$ cat src/include/ioxr_pkg.sv
package ioxr_pkg;

    // bus address: fixed upper pattern then three strap bits
    localparam logic [3:0] ADDR_PREFIX   = 4'h4;
    localparam logic [6:0] GENERAL_CALL  = 7'h00;

    // register pointer codes
    localparam logic [2:0] REG_LEVEL_LO  = 3'h0;
    localparam logic [2:0] REG_LEVEL_HI  = 3'h1;
    localparam logic [2:0] REG_DRIVE_LO  = 3'h2;
    localparam logic [2:0] REG_DRIVE_HI  = 3'h3;
    localparam logic [2:0] REG_INVERT_LO = 3'h4;
    localparam logic [2:0] REG_INVERT_HI = 3'h5;
    localparam logic [2:0] REG_DIR_LO    = 3'h6;
    localparam logic [2:0] REG_DIR_HI    = 3'h7;

    // reset values
    localparam logic [7:0] RST_DRIVE     = 8'hff;
    localparam logic [7:0] RST_INVERT    = 8'h00;
    localparam logic [7:0] RST_DIR       = 8'hff;
    localparam logic [2:0] RST_POINTER   = 3'h0;

    // framing
    localparam logic [3:0] BITS_PER_BYTE = 4'h8;
    localparam int         SYNC_STAGES   = 2;

    typedef enum logic [2:0] {
        IOXR_IDLE,
        IOXR_ADDR,
        IOXR_ADDR_ACK,
        IOXR_CMD,
        IOXR_WDATA,
        IOXR_WACK,
        IOXR_RDATA,
        IOXR_RACK
    } ioxr_phase_e;

    // one set of synchronised line samples
    typedef struct packed {
        logic        scl;
        logic        sda;
        logic [15:0] pins;
    } ioxr_lines_s;

    // register file: index 0 is the low bank
    typedef struct packed {
        logic [1:0][7:0] drive;
        logic [1:0][7:0] invert;
        logic [1:0][7:0] dir;
    } ioxr_regs_s;

endpackage : ioxr_pkg

$ cat src/rtl/ioxr_top.sv
`timescale 1ns/1ps
// Functional notes
// - start resets bit and byte framing
// - stop returns device to idle
// - address MSB first; ignore general call
// - matched address acknowledged on ninth clock
// - data changes with clock high mean start/stop
// - eight bits then released acknowledge bit
// - acknowledge every received byte while writing
// - master nack ends read; release data
// - address is fixed prefix plus straps
// - last address bit: 1 read, 0 write
// - first write byte stores register pointer
// - pointer persists across transactions
// - input registers report snapshotted pin levels
// - drive registers drive output pins only
// - invert bit set flips reported input
// - direction bit 1 means input, high-z
// - write data alternates within register pair
// - restart keeps currently accessed register
// - read data alternates within register pair
// - pins captured at acknowledge rising edge
// - change flag cleared at read ack edge
// - change flag tracked per eight-pin bank
module ioxr_top (
    // clock and reset
    input  wire logic        i_ref_clk,
    input  wire logic        i_rst_n,
    // serial bus, data line split into in/out/enable
    input  wire logic        i_scl,
    input  wire logic        i_sda,
    output logic             o_sda,
    output logic             o_sda_oe,
    // address straps
    input  wire logic        i_addr_strap_bit0,
    input  wire logic        i_addr_strap_bit1,
    input  wire logic        i_addr_strap_bit2,
    // port pins
    input  wire logic [7:0]  i_pins_low_bank,
    input  wire logic [7:0]  i_pins_high_bank,
    output logic      [7:0]  o_pins_low_bank,
    output logic      [7:0]  o_pins_high_bank,
    output logic      [7:0]  o_pins_low_bank_oe,
    output logic      [7:0]  o_pins_high_bank_oe,
    // change-detect flag per bank, active high
    output logic      [1:0]  o_change
);

    typedef struct packed {
        ioxr_pkg::ioxr_lines_s sync1;
        ioxr_pkg::ioxr_lines_s sync2;
        logic                  scl_d;
        logic                  sda_d;
        logic [2:0]            straps;
        ioxr_pkg::ioxr_phase_e phase;
        logic [3:0]            bit_cnt;
        logic [7:0]            shift;
        logic                  sda_out;
        logic                  sda_oe;
        logic                  rw;
        logic                  first_byte;
        logic [2:0]            pointer;
        ioxr_pkg::ioxr_regs_s  regs;
        logic [1:0][7:0]       snap;
        logic [1:0]            change;
        logic [7:0]            pins_lo;
        logic [7:0]            pins_hi;
        logic [7:0]            oe_lo;
        logic [7:0]            oe_hi;
    } ioxr_state_s;

    ioxr_state_s state_reg;
    ioxr_state_s state_next;

    logic            scl_rise;
    logic            scl_fall;
    logic            start_seen;
    logic            stop_seen;
    logic [6:0]      own_addr;
    logic [1:0][7:0] level;
    logic [1:0][7:0] reported;
    logic [2:0]      partner;
    logic            bank;
    logic [7:0]      rd_byte;

    // edges taken from the second stage only, never the first
    assign scl_rise   = state_reg.sync2.scl & ~state_reg.scl_d;
    assign scl_fall   = ~state_reg.sync2.scl & state_reg.scl_d;
    // data edge with clock held high is a bus condition
    assign start_seen = state_reg.sync2.scl & state_reg.scl_d &
                        state_reg.sda_d & ~state_reg.sync2.sda;
    assign stop_seen  = state_reg.sync2.scl & state_reg.scl_d &
                        ~state_reg.sda_d & state_reg.sync2.sda;
    // fixed prefix plus straps latched at start
    assign own_addr   = {ioxr_pkg::ADDR_PREFIX, state_reg.straps};
    assign level[0]   = state_reg.sync2.pins[7:0];
    assign level[1]   = state_reg.sync2.pins[15:8];
    // other register of the current pair
    assign partner    = {state_reg.pointer[2:1], ~state_reg.pointer[0]};
    // bank named by the pointer, kept short for the decode below
    assign bank       = state_reg.pointer[0];

    // reported levels: snapshot with inversion applied
    always_comb begin
        reported[0] = state_reg.snap[0] ^ state_reg.regs.invert[0];
        reported[1] = state_reg.snap[1] ^ state_reg.regs.invert[1];
    end

    // read mux over the eight registers; drive reads the latch
    always_comb begin
        case (state_reg.pointer)
            ioxr_pkg::REG_LEVEL_LO:  rd_byte = reported[0];
            ioxr_pkg::REG_LEVEL_HI:  rd_byte = reported[1];
            ioxr_pkg::REG_DRIVE_LO:  rd_byte = state_reg.regs.drive[0];
            ioxr_pkg::REG_DRIVE_HI:  rd_byte = state_reg.regs.drive[1];
            ioxr_pkg::REG_INVERT_LO: rd_byte = state_reg.regs.invert[0];
            ioxr_pkg::REG_INVERT_HI: rd_byte = state_reg.regs.invert[1];
            ioxr_pkg::REG_DIR_LO:    rd_byte = state_reg.regs.dir[0];
            ioxr_pkg::REG_DIR_HI:    rd_byte = state_reg.regs.dir[1];
            default:                 rd_byte = 8'h00;
        endcase
    end

    // whole next-state computation; the synchronisers and state register cost three clocks,
    // so each serial clock phase must last at least four reference clocks
    always_comb begin
        state_next = state_reg;
        // two-flop synchronisers on the bus lines and port pins; straps are not synchronised
        state_next.sync1.scl  = i_scl;
        state_next.sync1.sda  = i_sda;
        state_next.sync1.pins = {i_pins_high_bank, i_pins_low_bank};
        state_next.sync2      = state_reg.sync1;
        state_next.scl_d      = state_reg.sync2.scl;
        state_next.sda_d      = state_reg.sync2.sda;

        // change detect on input-mode pins; flag recomputed from the compare every clock
        // a pin turned from output to input flags at once if it differs
        for (int b = 0; b < 2; b++) begin
            if (((level[b] ^ state_reg.snap[b]) &
                 state_reg.regs.dir[b]) != 8'h00) begin
                state_next.change[b] = 1'b1;
            end else begin
                state_next.change[b] = 1'b0;
            end
        end

        if (start_seen) begin
            // start or repeated start: reframe
            state_next.phase   = ioxr_pkg::IOXR_ADDR;
            state_next.bit_cnt = 4'h0;
            state_next.sda_oe  = 1'b0;
            // straps are sampled again at every start, repeated starts included
            state_next.straps  = {i_addr_strap_bit2, i_addr_strap_bit1,
                                  i_addr_strap_bit0};
            // pointer already tracks the register in use
        end else if (stop_seen) begin
            // the pointer is left as it stands for the next frame
            state_next.phase  = ioxr_pkg::IOXR_IDLE;
            state_next.sda_oe = 1'b0;
        end else begin
            case (state_reg.phase)
                ioxr_pkg::IOXR_IDLE: begin
                    // bits between frames or for other devices are ignored
                    state_next.sda_oe = 1'b0;
                end
                ioxr_pkg::IOXR_ADDR, ioxr_pkg::IOXR_CMD,
                ioxr_pkg::IOXR_WDATA: begin
                    // shift in MSB first
                    if (scl_rise) begin
                        state_next.shift   = {state_reg.shift[6:0],
                                              state_reg.sync2.sda};
                        state_next.bit_cnt = state_reg.bit_cnt + 4'h1;
                    end
                    if (scl_fall &&
                        state_reg.bit_cnt == ioxr_pkg::BITS_PER_BYTE) begin
                        state_next.bit_cnt = 4'h0;
                        if (state_reg.phase == ioxr_pkg::IOXR_ADDR) begin
                            // general call and foreign address: no ack
                            if (state_reg.shift[7:1] == own_addr &&
                                state_reg.shift[7:1] !=
                                ioxr_pkg::GENERAL_CALL) begin
                                state_next.phase   = ioxr_pkg::IOXR_ADDR_ACK;
                                state_next.rw      = state_reg.shift[0];
                                state_next.sda_out = 1'b0;
                                state_next.sda_oe  = 1'b1;
                            end else begin
                                state_next.phase = ioxr_pkg::IOXR_IDLE;
                            end
                        end else begin
                            if (state_reg.phase == ioxr_pkg::IOXR_CMD) begin
                                // command byte: low bits are pointer
                                state_next.pointer    = state_reg.shift[2:0];
                                state_next.first_byte = 1'b1;
                            end else begin
                                // write byte; input regs discard
                                case (state_reg.pointer[2:1])
                                    2'h1: begin
                                        state_next.regs.drive[bank] =
                                            state_reg.shift;
                                    end
                                    2'h2: begin
                                        state_next.regs.invert[bank] =
                                            state_reg.shift;
                                    end
                                    2'h3: begin
                                        state_next.regs.dir[bank] =
                                            state_reg.shift;
                                    end
                                    default: ;
                                endcase
                            end
                            state_next.phase   = ioxr_pkg::IOXR_WACK;
                            state_next.sda_out = 1'b0;
                            state_next.sda_oe  = 1'b1;
                        end
                    end
                end
                ioxr_pkg::IOXR_ADDR_ACK: begin
                    // capture the input bank about to go out
                    if (scl_rise && state_reg.rw &&
                        state_reg.pointer[2:1] == 2'h0) begin
                        state_next.snap[bank] = level[bank];
                    end
                    if (scl_fall) begin
                        if (state_reg.rw) begin
                            state_next.phase   = ioxr_pkg::IOXR_RDATA;
                            state_next.shift   = rd_byte;
                            state_next.sda_out = rd_byte[7];
                            state_next.sda_oe  = 1'b1;
                            state_next.bit_cnt = 4'h1;
                        end else begin
                            state_next.phase  = ioxr_pkg::IOXR_CMD;
                            state_next.sda_oe = 1'b0;
                        end
                    end
                end
                ioxr_pkg::IOXR_WACK: begin
                    if (scl_fall) begin
                        state_next.sda_oe = 1'b0;
                        state_next.phase  = ioxr_pkg::IOXR_WDATA;
                        // advance only after a data byte
                        // the command byte itself leaves the pointer alone
                        if (state_reg.first_byte) begin
                            state_next.first_byte = 1'b0;
                        end else begin
                            state_next.pointer = partner;
                        end
                    end
                end
                ioxr_pkg::IOXR_RDATA: begin
                    if (scl_fall) begin
                        // next bit set just after the fall: a full low phase
                        if (state_reg.bit_cnt == ioxr_pkg::BITS_PER_BYTE) begin
                            // release for master's ack
                            state_next.sda_oe  = 1'b0;
                            state_next.phase   = ioxr_pkg::IOXR_RACK;
                            state_next.bit_cnt = 4'h0;
                        end else begin
                            state_next.shift   = {state_reg.shift[6:0], 1'b0};
                            state_next.sda_out = state_reg.shift[6];
                            state_next.bit_cnt = state_reg.bit_cnt + 4'h1;
                        end
                    end
                end
                ioxr_pkg::IOXR_RACK: begin
                    if (scl_rise) begin
                        if (state_reg.pointer[2:1] == 2'h0) begin
                            // the bank just read is refreshed; after a nack the
                            // other bank keeps its flag
                            state_next.snap[bank] = level[bank];
                            // an ack asks for the other bank next
                            if (!state_reg.sync2.sda) begin
                                state_next.snap[~bank] = level[~bank];
                            end
                        end
                        state_next.pointer = partner;
                        if (state_reg.sync2.sda) begin
                            state_next.phase = ioxr_pkg::IOXR_IDLE;
                        end
                    end
                    if (scl_fall) begin
                        state_next.phase   = ioxr_pkg::IOXR_RDATA;
                        state_next.shift   = rd_byte;
                        state_next.sda_out = rd_byte[7];
                        state_next.sda_oe  = 1'b1;
                        state_next.bit_cnt = 4'h1;
                    end
                end
                default: begin
                    state_next.phase = ioxr_pkg::IOXR_IDLE;
                end
            endcase
        end

        // pin drivers: direction 1 is input, driver off
        state_next.pins_lo = state_next.regs.drive[0];
        state_next.pins_hi = state_next.regs.drive[1];
        state_next.oe_lo   = ~state_next.regs.dir[0];
        state_next.oe_hi   = ~state_next.regs.dir[1];
    end

    // single state register
    always_ff @(posedge i_ref_clk or negedge i_rst_n) begin
        if (!i_rst_n) begin
            state_reg             <= '0;
            state_reg.sync1.scl   <= 1'b1;
            state_reg.sync1.sda   <= 1'b1;
            state_reg.sync2.scl   <= 1'b1;
            state_reg.sync2.sda   <= 1'b1;
            state_reg.scl_d       <= 1'b1;
            state_reg.sda_d       <= 1'b1;
            state_reg.sda_out     <= 1'b1;
            state_reg.phase       <= ioxr_pkg::IOXR_IDLE;
            state_reg.pointer     <= ioxr_pkg::RST_POINTER;
            state_reg.regs.drive  <= {ioxr_pkg::RST_DRIVE,
                                      ioxr_pkg::RST_DRIVE};
            state_reg.regs.invert <= {ioxr_pkg::RST_INVERT,
                                      ioxr_pkg::RST_INVERT};
            state_reg.regs.dir    <= {ioxr_pkg::RST_DIR, ioxr_pkg::RST_DIR};
            state_reg.pins_lo     <= ioxr_pkg::RST_DRIVE;
            state_reg.pins_hi     <= ioxr_pkg::RST_DRIVE;
            state_reg.oe_lo       <= 8'h00;
            state_reg.oe_hi       <= 8'h00;
        end else begin
            state_reg <= state_next;
        end
    end

    // outputs straight from flops; change flags are levels that drop
    // once that bank's input pins match its snapshot again
    assign o_sda               = state_reg.sda_out;
    assign o_sda_oe            = state_reg.sda_oe;
    assign o_pins_low_bank     = state_reg.pins_lo;
    assign o_pins_high_bank    = state_reg.pins_hi;
    assign o_pins_low_bank_oe  = state_reg.oe_lo;
    assign o_pins_high_bank_oe = state_reg.oe_hi;
    assign o_change            = state_reg.change;

endmodule : ioxr_top

$ cat config.mk
export PLATFORM = sky130hd
export DESIGN_NAME = ioxr_top
export DESIGN_NICKNAME = d
export VERILOG_FILES = /design/src/include/ioxr_pkg.sv /design/src/rtl/ioxr_top.sv
export SDC_FILE = /design/constraint.sdc
export NUM_CORES = 1
export LEC_CHECK = 0
export BUFFER_PORTS_ARGS = -buffer_cell sky130_fd_sc_hd__buf_2
export CORE_AREA = 2 2 148 150
export CTS_CLUSTER_DIAMETER = 60
export CTS_CLUSTER_SIZE = 24
export DETAILED_ROUTE_END_ITERATION = 10
export DIE_AREA = 0 0 150 152
export GPL_TIMING_DRIVEN = 0
export SETUP_SLACK_MARGIN = 0.15
export SLEW_MARGIN = 40
export SYNTH_ARGS = -nofsm -noshare
export SYNTH_HDL_FRONTEND = slang
export SYNTH_SLANG_ARGS = --single-unit
$ cat constraint.sdc
create_clock -name i_ref_clk -period 2.2 [get_ports i_ref_clk]
set_input_delay 0 -clock i_ref_clk [delete_from_list [all_inputs] [get_ports i_ref_clk]]
set_output_delay 0 -clock i_ref_clk [all_outputs]
set_load 0.02 [all_outputs]
==> results.py, run 1 <==
metrics = {
    "drt": {
        "viasPerCell": 4.971,
        "drtIter0Drc": 306,
        "avgRoutedWirePerCell_microns": 18.16,
        "drtPass1Iterations": 5,
        "drc": 0,
        "vias": 5200,
        "drt-total-wl_microns": 19000,
        "ant_nets": 0,
    },
    "floorplan": {
        "die_area_sq_um": 22800,
        "coreArea_sq_um": 21350,
        "initial_core_util_pct": 34.01,
        "ioPinCount": 59,
        "fp.dieH_microns": 152,
        "core.rowCount": 54,
        "die_w_microns": 150,
    },
    "final_layout": {
        "fin_nets": 781,
        "layout.cells.non_filler": 1046,
        "num_antenna_cells": 0,
        "drive_gt1_share_pct": 47.91,
        "syn_to_final_growth_pct": 32.72,
    },
    "logic_synthesis": {
        "netlist_area_sq_um": 7261,
        "seq_area_frac_synth_pct": 50.65,
        "synth_top_area_share_pct": 36.53,
        "synth_seq_cells": 145,
        "synth.distinct_cells": 69,
        "yosysMostFrequentCell": "dfrtp_1",
        "synth_fp_nets": 645,
        "yosys.area.top_type": "dfrtp_1",
        "async_flop_share_pct": 100.0,
        "synthFlopType": "dfrtp_1",
        "synth_cells": 617,
        "syn_area_per_cell_sq_um": 11.77,
        "yosys-top-cells-count": "dfrtp_1 (106), mux2_2 (67), dfstp_2 (39)",
        "synthTopCellsByArea": "dfrtp_1 (37%), dfstp_2 (14%), mux2_2 (10%)",
        "synth_edf_count": 0,
        "yosysWarnings": 0,
    },
    "grt": {
        "grt_pass1_vias": 5210,
        "grt_use_total_pct": 16.94,
        "grt_pass1_wl_microns": 29590,
        "grt-ovfl-total": 0,
        "antenna_found_initial": 0,
        "grt_max_degree": 62,
    },
    "placement": {
        "numPortBuffers": 58,
        "gp_congestion": 0.8457,
        "dpl.hpwl_microns": 12860,
        "dpl.cell_count": 957,
    },
    "power": {
        "ir_drop_uv": 525.9,
        "power.density_nw_per_um2": 777.9,
        "p_leak_nw": 4.111,
    },
    "setup_path": {
        "start_kind": "register",
        "end_kind": "register",
        "crit_type": "register to register",
        "slowest_delay_ns": 0.56,
        "cp_max_fo": 4,
        "cp.required_ns": 2.51,
        "crit_buf_inv": 1,
        "r2r.worst_path.cells": 7,
        "reg2reg_to": "state_reg[117]",
        "crit_arrival_ns": 2.45,
        "crit_slowest_cell": "dfstp_2",
        "r2r-start": "state_reg[124]",
        "critical_path.cell_chain": "ha_4 > buf_8 > nand4b_4 > o211a_1 > a2111oi_4 > a21oi_2 > mux2_4",
        "cp_num_cells": 7,
        "rrSetupSlack_ns": 0.06,
        "path_delay_family": "compound AO/OA/AOI/OAI gates",
    },
    "clock_network": {
        "cts.path.max_buffers": 2,
        "clkLatencyLatePin_ns": 0.43,
        "cts_tree": "yes",
        "cts-buffers-inserted": 17,
        "cts_sinks": 145,
        "htreeDepth": 4,
        "cts_root_buf": "clkbuf_16",
        "clkTransAtPathRegs_ns": 0.06,
    },
    "sta": {
        "rsz0062_at_grt": "true",
        "period_minus_slack_ns": 2.142,
        "fin_crit_sh_pct": 97.35,
        "finalSetupTns_ns": 0,
        "setup_viol": 0,
        "hold_viol": 0,
        "fmax_mhz": 466.9,
        "holdWs_ns": 0.04182,
        "clock-skew-final_ns": 0.007689,
        "tightest_slew_ns": 0.7108,
        "final_max_slew_viol_count": 0,
        "max_slew_margin_pct": 52.62,
    },
    "outcome": {
        "outcome": "finished, final reports clean",
    },
    "run": {
        "cap_violations": 0,
    },
    "min_path": {
        "hold_class": "input pin to asynchronous set/reset pin",
    },
}
## power breakdown
part	switching [mW]	internal (mW)	total, mW
Sequential	0.161	2.87	3.03
Clock	1.14	1.50	2.64
Combinational	1.09	0.741	1.83
Total	2.39	5.11	7.50
## worst max path at each step
stage / startpoint / end / slack [ns]
global route: state_reg[124] / state_reg[117] / -0.007
finish: state_reg[124] / state_reg[117] / 0.06
global placement: i_rst_n / state_next[128] / -0.98
floorplan: state_reg[124] / state_reg[117] / 0.10
CTS: state_reg[124] / state_reg[117] / 0.03
detailed placement: state_next[123] / register / -0.33
## routing by layer
| metal | global-route usage, % | up-vias | routed length [microns] |
|---|---|---|---|
| met1 | 23.12 | 2619 | 8666 |
| met3 | 2.793 | 32 | 630 |
| li1 | - | 2429 | - |
| met4 | 6.199 | 0 | 462 |
| met2 | 27.07 | 120 | 9241 |
| met5 | 0 | - | 0 |
## final cells by class
| cell class | count | area (sq um) |
|---|---|---|
| fill | 2044 | 11710 |
| sequential | 145 | 3677 |
| multi-input combinational | 382 | 3518 |
| timing repair buffer | 117 | 930.9 |
| buffer | 72 | 551.8 |
| clock buffer | 20 | 456.7 |
| tap | 280 | 350.3 |
| clock inverter | 12 | 83.83 |
| inverter | 18 | 67.56 |
## through the flow
| step | power [mW] | util [%] | setup slack (ns) | area (sq um) |
|---|---|---|---|---|
| after floorplan | 3.954 | - | 0.1031 | 7296 |
| after global placement | 4.404 | 37.17 | -0.9754 | 7936 |
| after detailed placement | 4.433 | 37.48 | -0.3288 | 8001 |
| after CTS | 7.308 | 43.04 | 0.02507 | 9190 |
| after global routing | 7.834 | 45.14 | -0.006845 | 9637 |
| final | 7.497 | 45.14 | 0.05828 | 9637 |
## cell families (layout without fill, tap and decap cells)
family	count (synthesis)	in the layout	synth area share, %
xor gates and xnor gates	30	30	3.619
and+or+nand+nor	131	131	10.65
AOI/OAI and AO/OA	116	116	11.06
DFF	145	145	50.65
buffers and inverters	90	239	7.427
muxes	100	100	15.73
adders and majority gates	5	5	0.8616
## timing repair
action,CTS,global route
hold endpoints to repair,128,0
pin swaps,14,18
resized for setup,55,90
hold buffers,22,0
setup buffers,19,13
cloned,2,1
endpoints found under the setup margin,97,93
## cell usage in the layout (no fill, tap or decap), types with 21 or more instances in the layout
cell type,n
a21oi_1,23
buf_2,67
buf_4,55
dfrtp_1,106
dfstp_2,39
dlygate4sd3_1,22
mux2_2,34
mux2_4,42
nand2_1,26
nor2_1,21
Note: power is estimated with default switching activity, not from simulation.
==> inputs of run 2 (changes only) <==
--- a/config.mk
+++ b/config.mk
@@ -6,11 +6,11 @@
 export NUM_CORES = 1
 export LEC_CHECK = 0
 export BUFFER_PORTS_ARGS = -buffer_cell sky130_fd_sc_hd__buf_2
-export CORE_AREA = 2 2 148 150
+export CORE_AREA = 2 2 189 117
 export CTS_CLUSTER_DIAMETER = 60
 export CTS_CLUSTER_SIZE = 24
 export DETAILED_ROUTE_END_ITERATION = 10
-export DIE_AREA = 0 0 150 152
+export DIE_AREA = 0 0 191 119
 export GPL_TIMING_DRIVEN = 0
 export SETUP_SLACK_MARGIN = 0.15
 export SLEW_MARGIN = 40
==> run 2 against run 1 <==
Clock skew increased by 0.0054 ns. Largest cell class unchanged. Combinational power grew 5%. Via count increased by 2.0%. Register-to-register slack gained 0.04 ns. Sequential cell count unchanged. Hold slack better by 0.098 ns. Wire length rose by 5.3%. Non-clock buffer count rose by 8. Die area shrank 0.31%. Fmax is 2.0% higher.
==> results.py, run 2 (synthesis gave the netlist of run 1 again) <==
metrics = {
    "setup_path": {
        "r2r-start": "partner[1]",
        "critPathCapture": "state_reg[110]",
        "crit_slowest_cell": "o31ai_1",
        "end_kind": "register",
        "r2r.worst_path.cells": 7,
        "cp_max_fo": 10,
        "slowest_delay_ns": 0.34,
        "critical_path.cell_chain": "buf_2 > buf_4 > clkbuf_4 > mux2i_1 > o2bb2ai_1 > o31ai_1 > a31oi_1",
        "crit_arrival_ns": 2.39,
        "rrSetupSlack_ns": 0.10,
        "crit_type": "register to register",
        "cp.required_ns": 2.49,
        "reg2reg_to": "state_reg[110]",
        "crit_path_start": "partner[1]",
        "start_kind": "register",
    },
    "drt": {
        "ant_nets": 0,
        "viasPerCell": 5.001,
        "drtIter0Drc": 370,
        "drt-total-wl_microns": 20000,
        "vias": 5306,
        "avgRoutedWirePerCell_microns": 18.85,
        "drtPass1Iterations": 5,
        "drc": 0,
    },
    "final_layout": {
        "n_fill_cell": 1980,
        "final_cell_mix": "dfrtp_1 (106), buf_4 (67), buf_2 (64)",
        "syn_to_final_growth_pct": 33.52,
        "fin_nets": 789,
        "layout.cells.non_filler": 1061,
        "multi_input_area_sq_um": 3495,
        "drive_gt1_share_pct": 48.06,
        "layout_commonest_cell": "dfrtp_1",
        "ff_latch_area_sq_um": 3677,
    },
    "grt": {
        "grt-ovfl-total": 0,
        "grt_pass1_wl_microns": 31000,
        "grt_use_total_pct": 18.46,
        "grt_max_degree": 70,
        "grt_pass1_vias": 5209,
        "antenna_found_initial": 0,
    },
    "floorplan": {
        "fp.dieH_microns": 119,
        "die_w_microns": 191,
        "ioPinCount": 59,
        "die_area_sq_um": 22730,
        "initial_core_util_pct": 34.12,
        "coreArea_sq_um": 21280,
        "core.rowCount": 42,
    },
    "power": {
        "p_int_mw": 5.394,
        "seq_power_share_pct": 38.6,
        "p_clk_share_pct": 36.7,
        "power.density_nw_per_um2": 806.7,
        "power_mw": 7.821,
        "p_leak_nw": 4.142,
        "power_frac_comb_pct": 24.7,
        "p_switching_mw": 2.427,
        "switching_share_pct": 31.04,
        "ir_drop_uv": 522.0,
    },
    "clock_network": {
        "cts_tree": "yes",
        "cts_root_buf": "clkbuf_16",
        "cts.path.max_buffers": 2,
        "clkTransAtPathRegs_ns": 0.07,
        "clkLatencyLatePin_ns": 0.43,
        "cts-buffers-inserted": 17,
        "htreeDepth": 4,
        "cts_sinks": 145,
    },
    "placement": {
        "numPortBuffers": 58,
        "dpl.cell_count": 963,
        "place_ws_ns": -0.3078,
        "dpl.hpwl_microns": 13890,
        "gp_congestion": 0.9322,
    },
    "sta": {
        "layout_setup_ws_ns": 0.1002,
        "max_slew_margin_pct": 39.32,
        "setup_viol": 0,
        "final_max_slew_viol_count": 0,
        "tightest_slew_ns": 0.9102,
        "period_minus_slack_ns": 2.100,
        "fmax_mhz": 476.2,
        "rsz0062_at_grt": "true",
        "fin_crit_sh_pct": 95.45,
        "clock-skew-final_ns": 0.01310,
        "hold_viol": 0,
    },
    "run": {
        "cap_violations": 0,
    },
    "min_path": {
        "hold_class": "input pin to asynchronous set/reset pin",
    },
    "outcome": {
        "outcome": "finished, final reports clean",
    },
}
[run 2: critical path: cells and delay by family, from the launching register on]
family	cells	cell delay, ns
muxes	1	0.27
buffers and inverters	3	0.74
AOI/OAI and AO/OA	3	0.62
DFF	1	0.32
[run 2: stage by stage]
| step | setup TNS, ns | util, % | area [sq um] | hold WS [ns] |
|---|---|---|---|---|
| after floorplan | 0 | - | 7296 | -0.2956 |
| after global placement | -121.11 | 37.33 | 7944 | 0.1083 |
| after detailed placement | -8.433 | 37.63 | 8009 | -0.1598 |
| after CTS | 0 | 43.60 | 9280 | 0.1557 |
| after global routing | 0 | 45.54 | 9692 | 0.1772 |
| final | 0 | 45.55 | 9694 | 0.1396 |
[run 2: how the worst min path moves through the flow]
stage,from,endpoint,slack (ns),depth (start not counted)
after floorplan,i_rst_n,asynchronous set/reset pin,-0.30,0
after global placement,i_scl,state_next[142],0.11,1
after detailed placement,i_rst_n,state_next[135],-0.16,1
after CTS,i_rst_n,partner[1],0.16,3
after global routing,i_rst_n,state_reg[115],0.18,3
final,i_rst_n,state_reg[115],0.14,3
[run 2: power by group through the flow]
stage	Combinational, mW	Clock, mW	Sequential, mW
2_1_floorplan	0.928	0	3.03
3_3_place_gp	1.44	0	3.05
3_5_place_dp	1.45	0	3.05
4_1_cts	1.71	2.94	3.01
5_1_grt	2.07	3.08	3.05
6_report	1.93	2.87	3.02
[run 2: layout make-up]
type | instances | share of cell area, %
inverters | 18 | 0.6970
diodes | 1 | 0.02581
repair buffers | 125 | 9.938
well taps | 286 | 3.691
clock inverters | 6 | 0.8518
multi-input cells | 382 | 36.05
plain buffers | 72 | 5.666
flip-flops and latches | 145 | 37.93
clock buffers | 26 | 5.150
[run 2: repair_timing]
| item | CTS | global route |
|---|---|---|
| hold buffers | 23 | 0 |
| setup endpoints to repair | 98 | 97 |
| pin swaps | 14 | 13 |
| resized for setup | 55 | 81 |
| endpoints found under the hold margin | 166 | 0 |
| gates cloned | 1 | 0 |
| setup buffers | 28 | 13 |
[run 2: layer usage]
layer	wire length, microns	GRT usage (%)
met1	10560	29.77
met2	7670	23.44
met3	1635	5.659
met4	138	3.731
met5	0	0
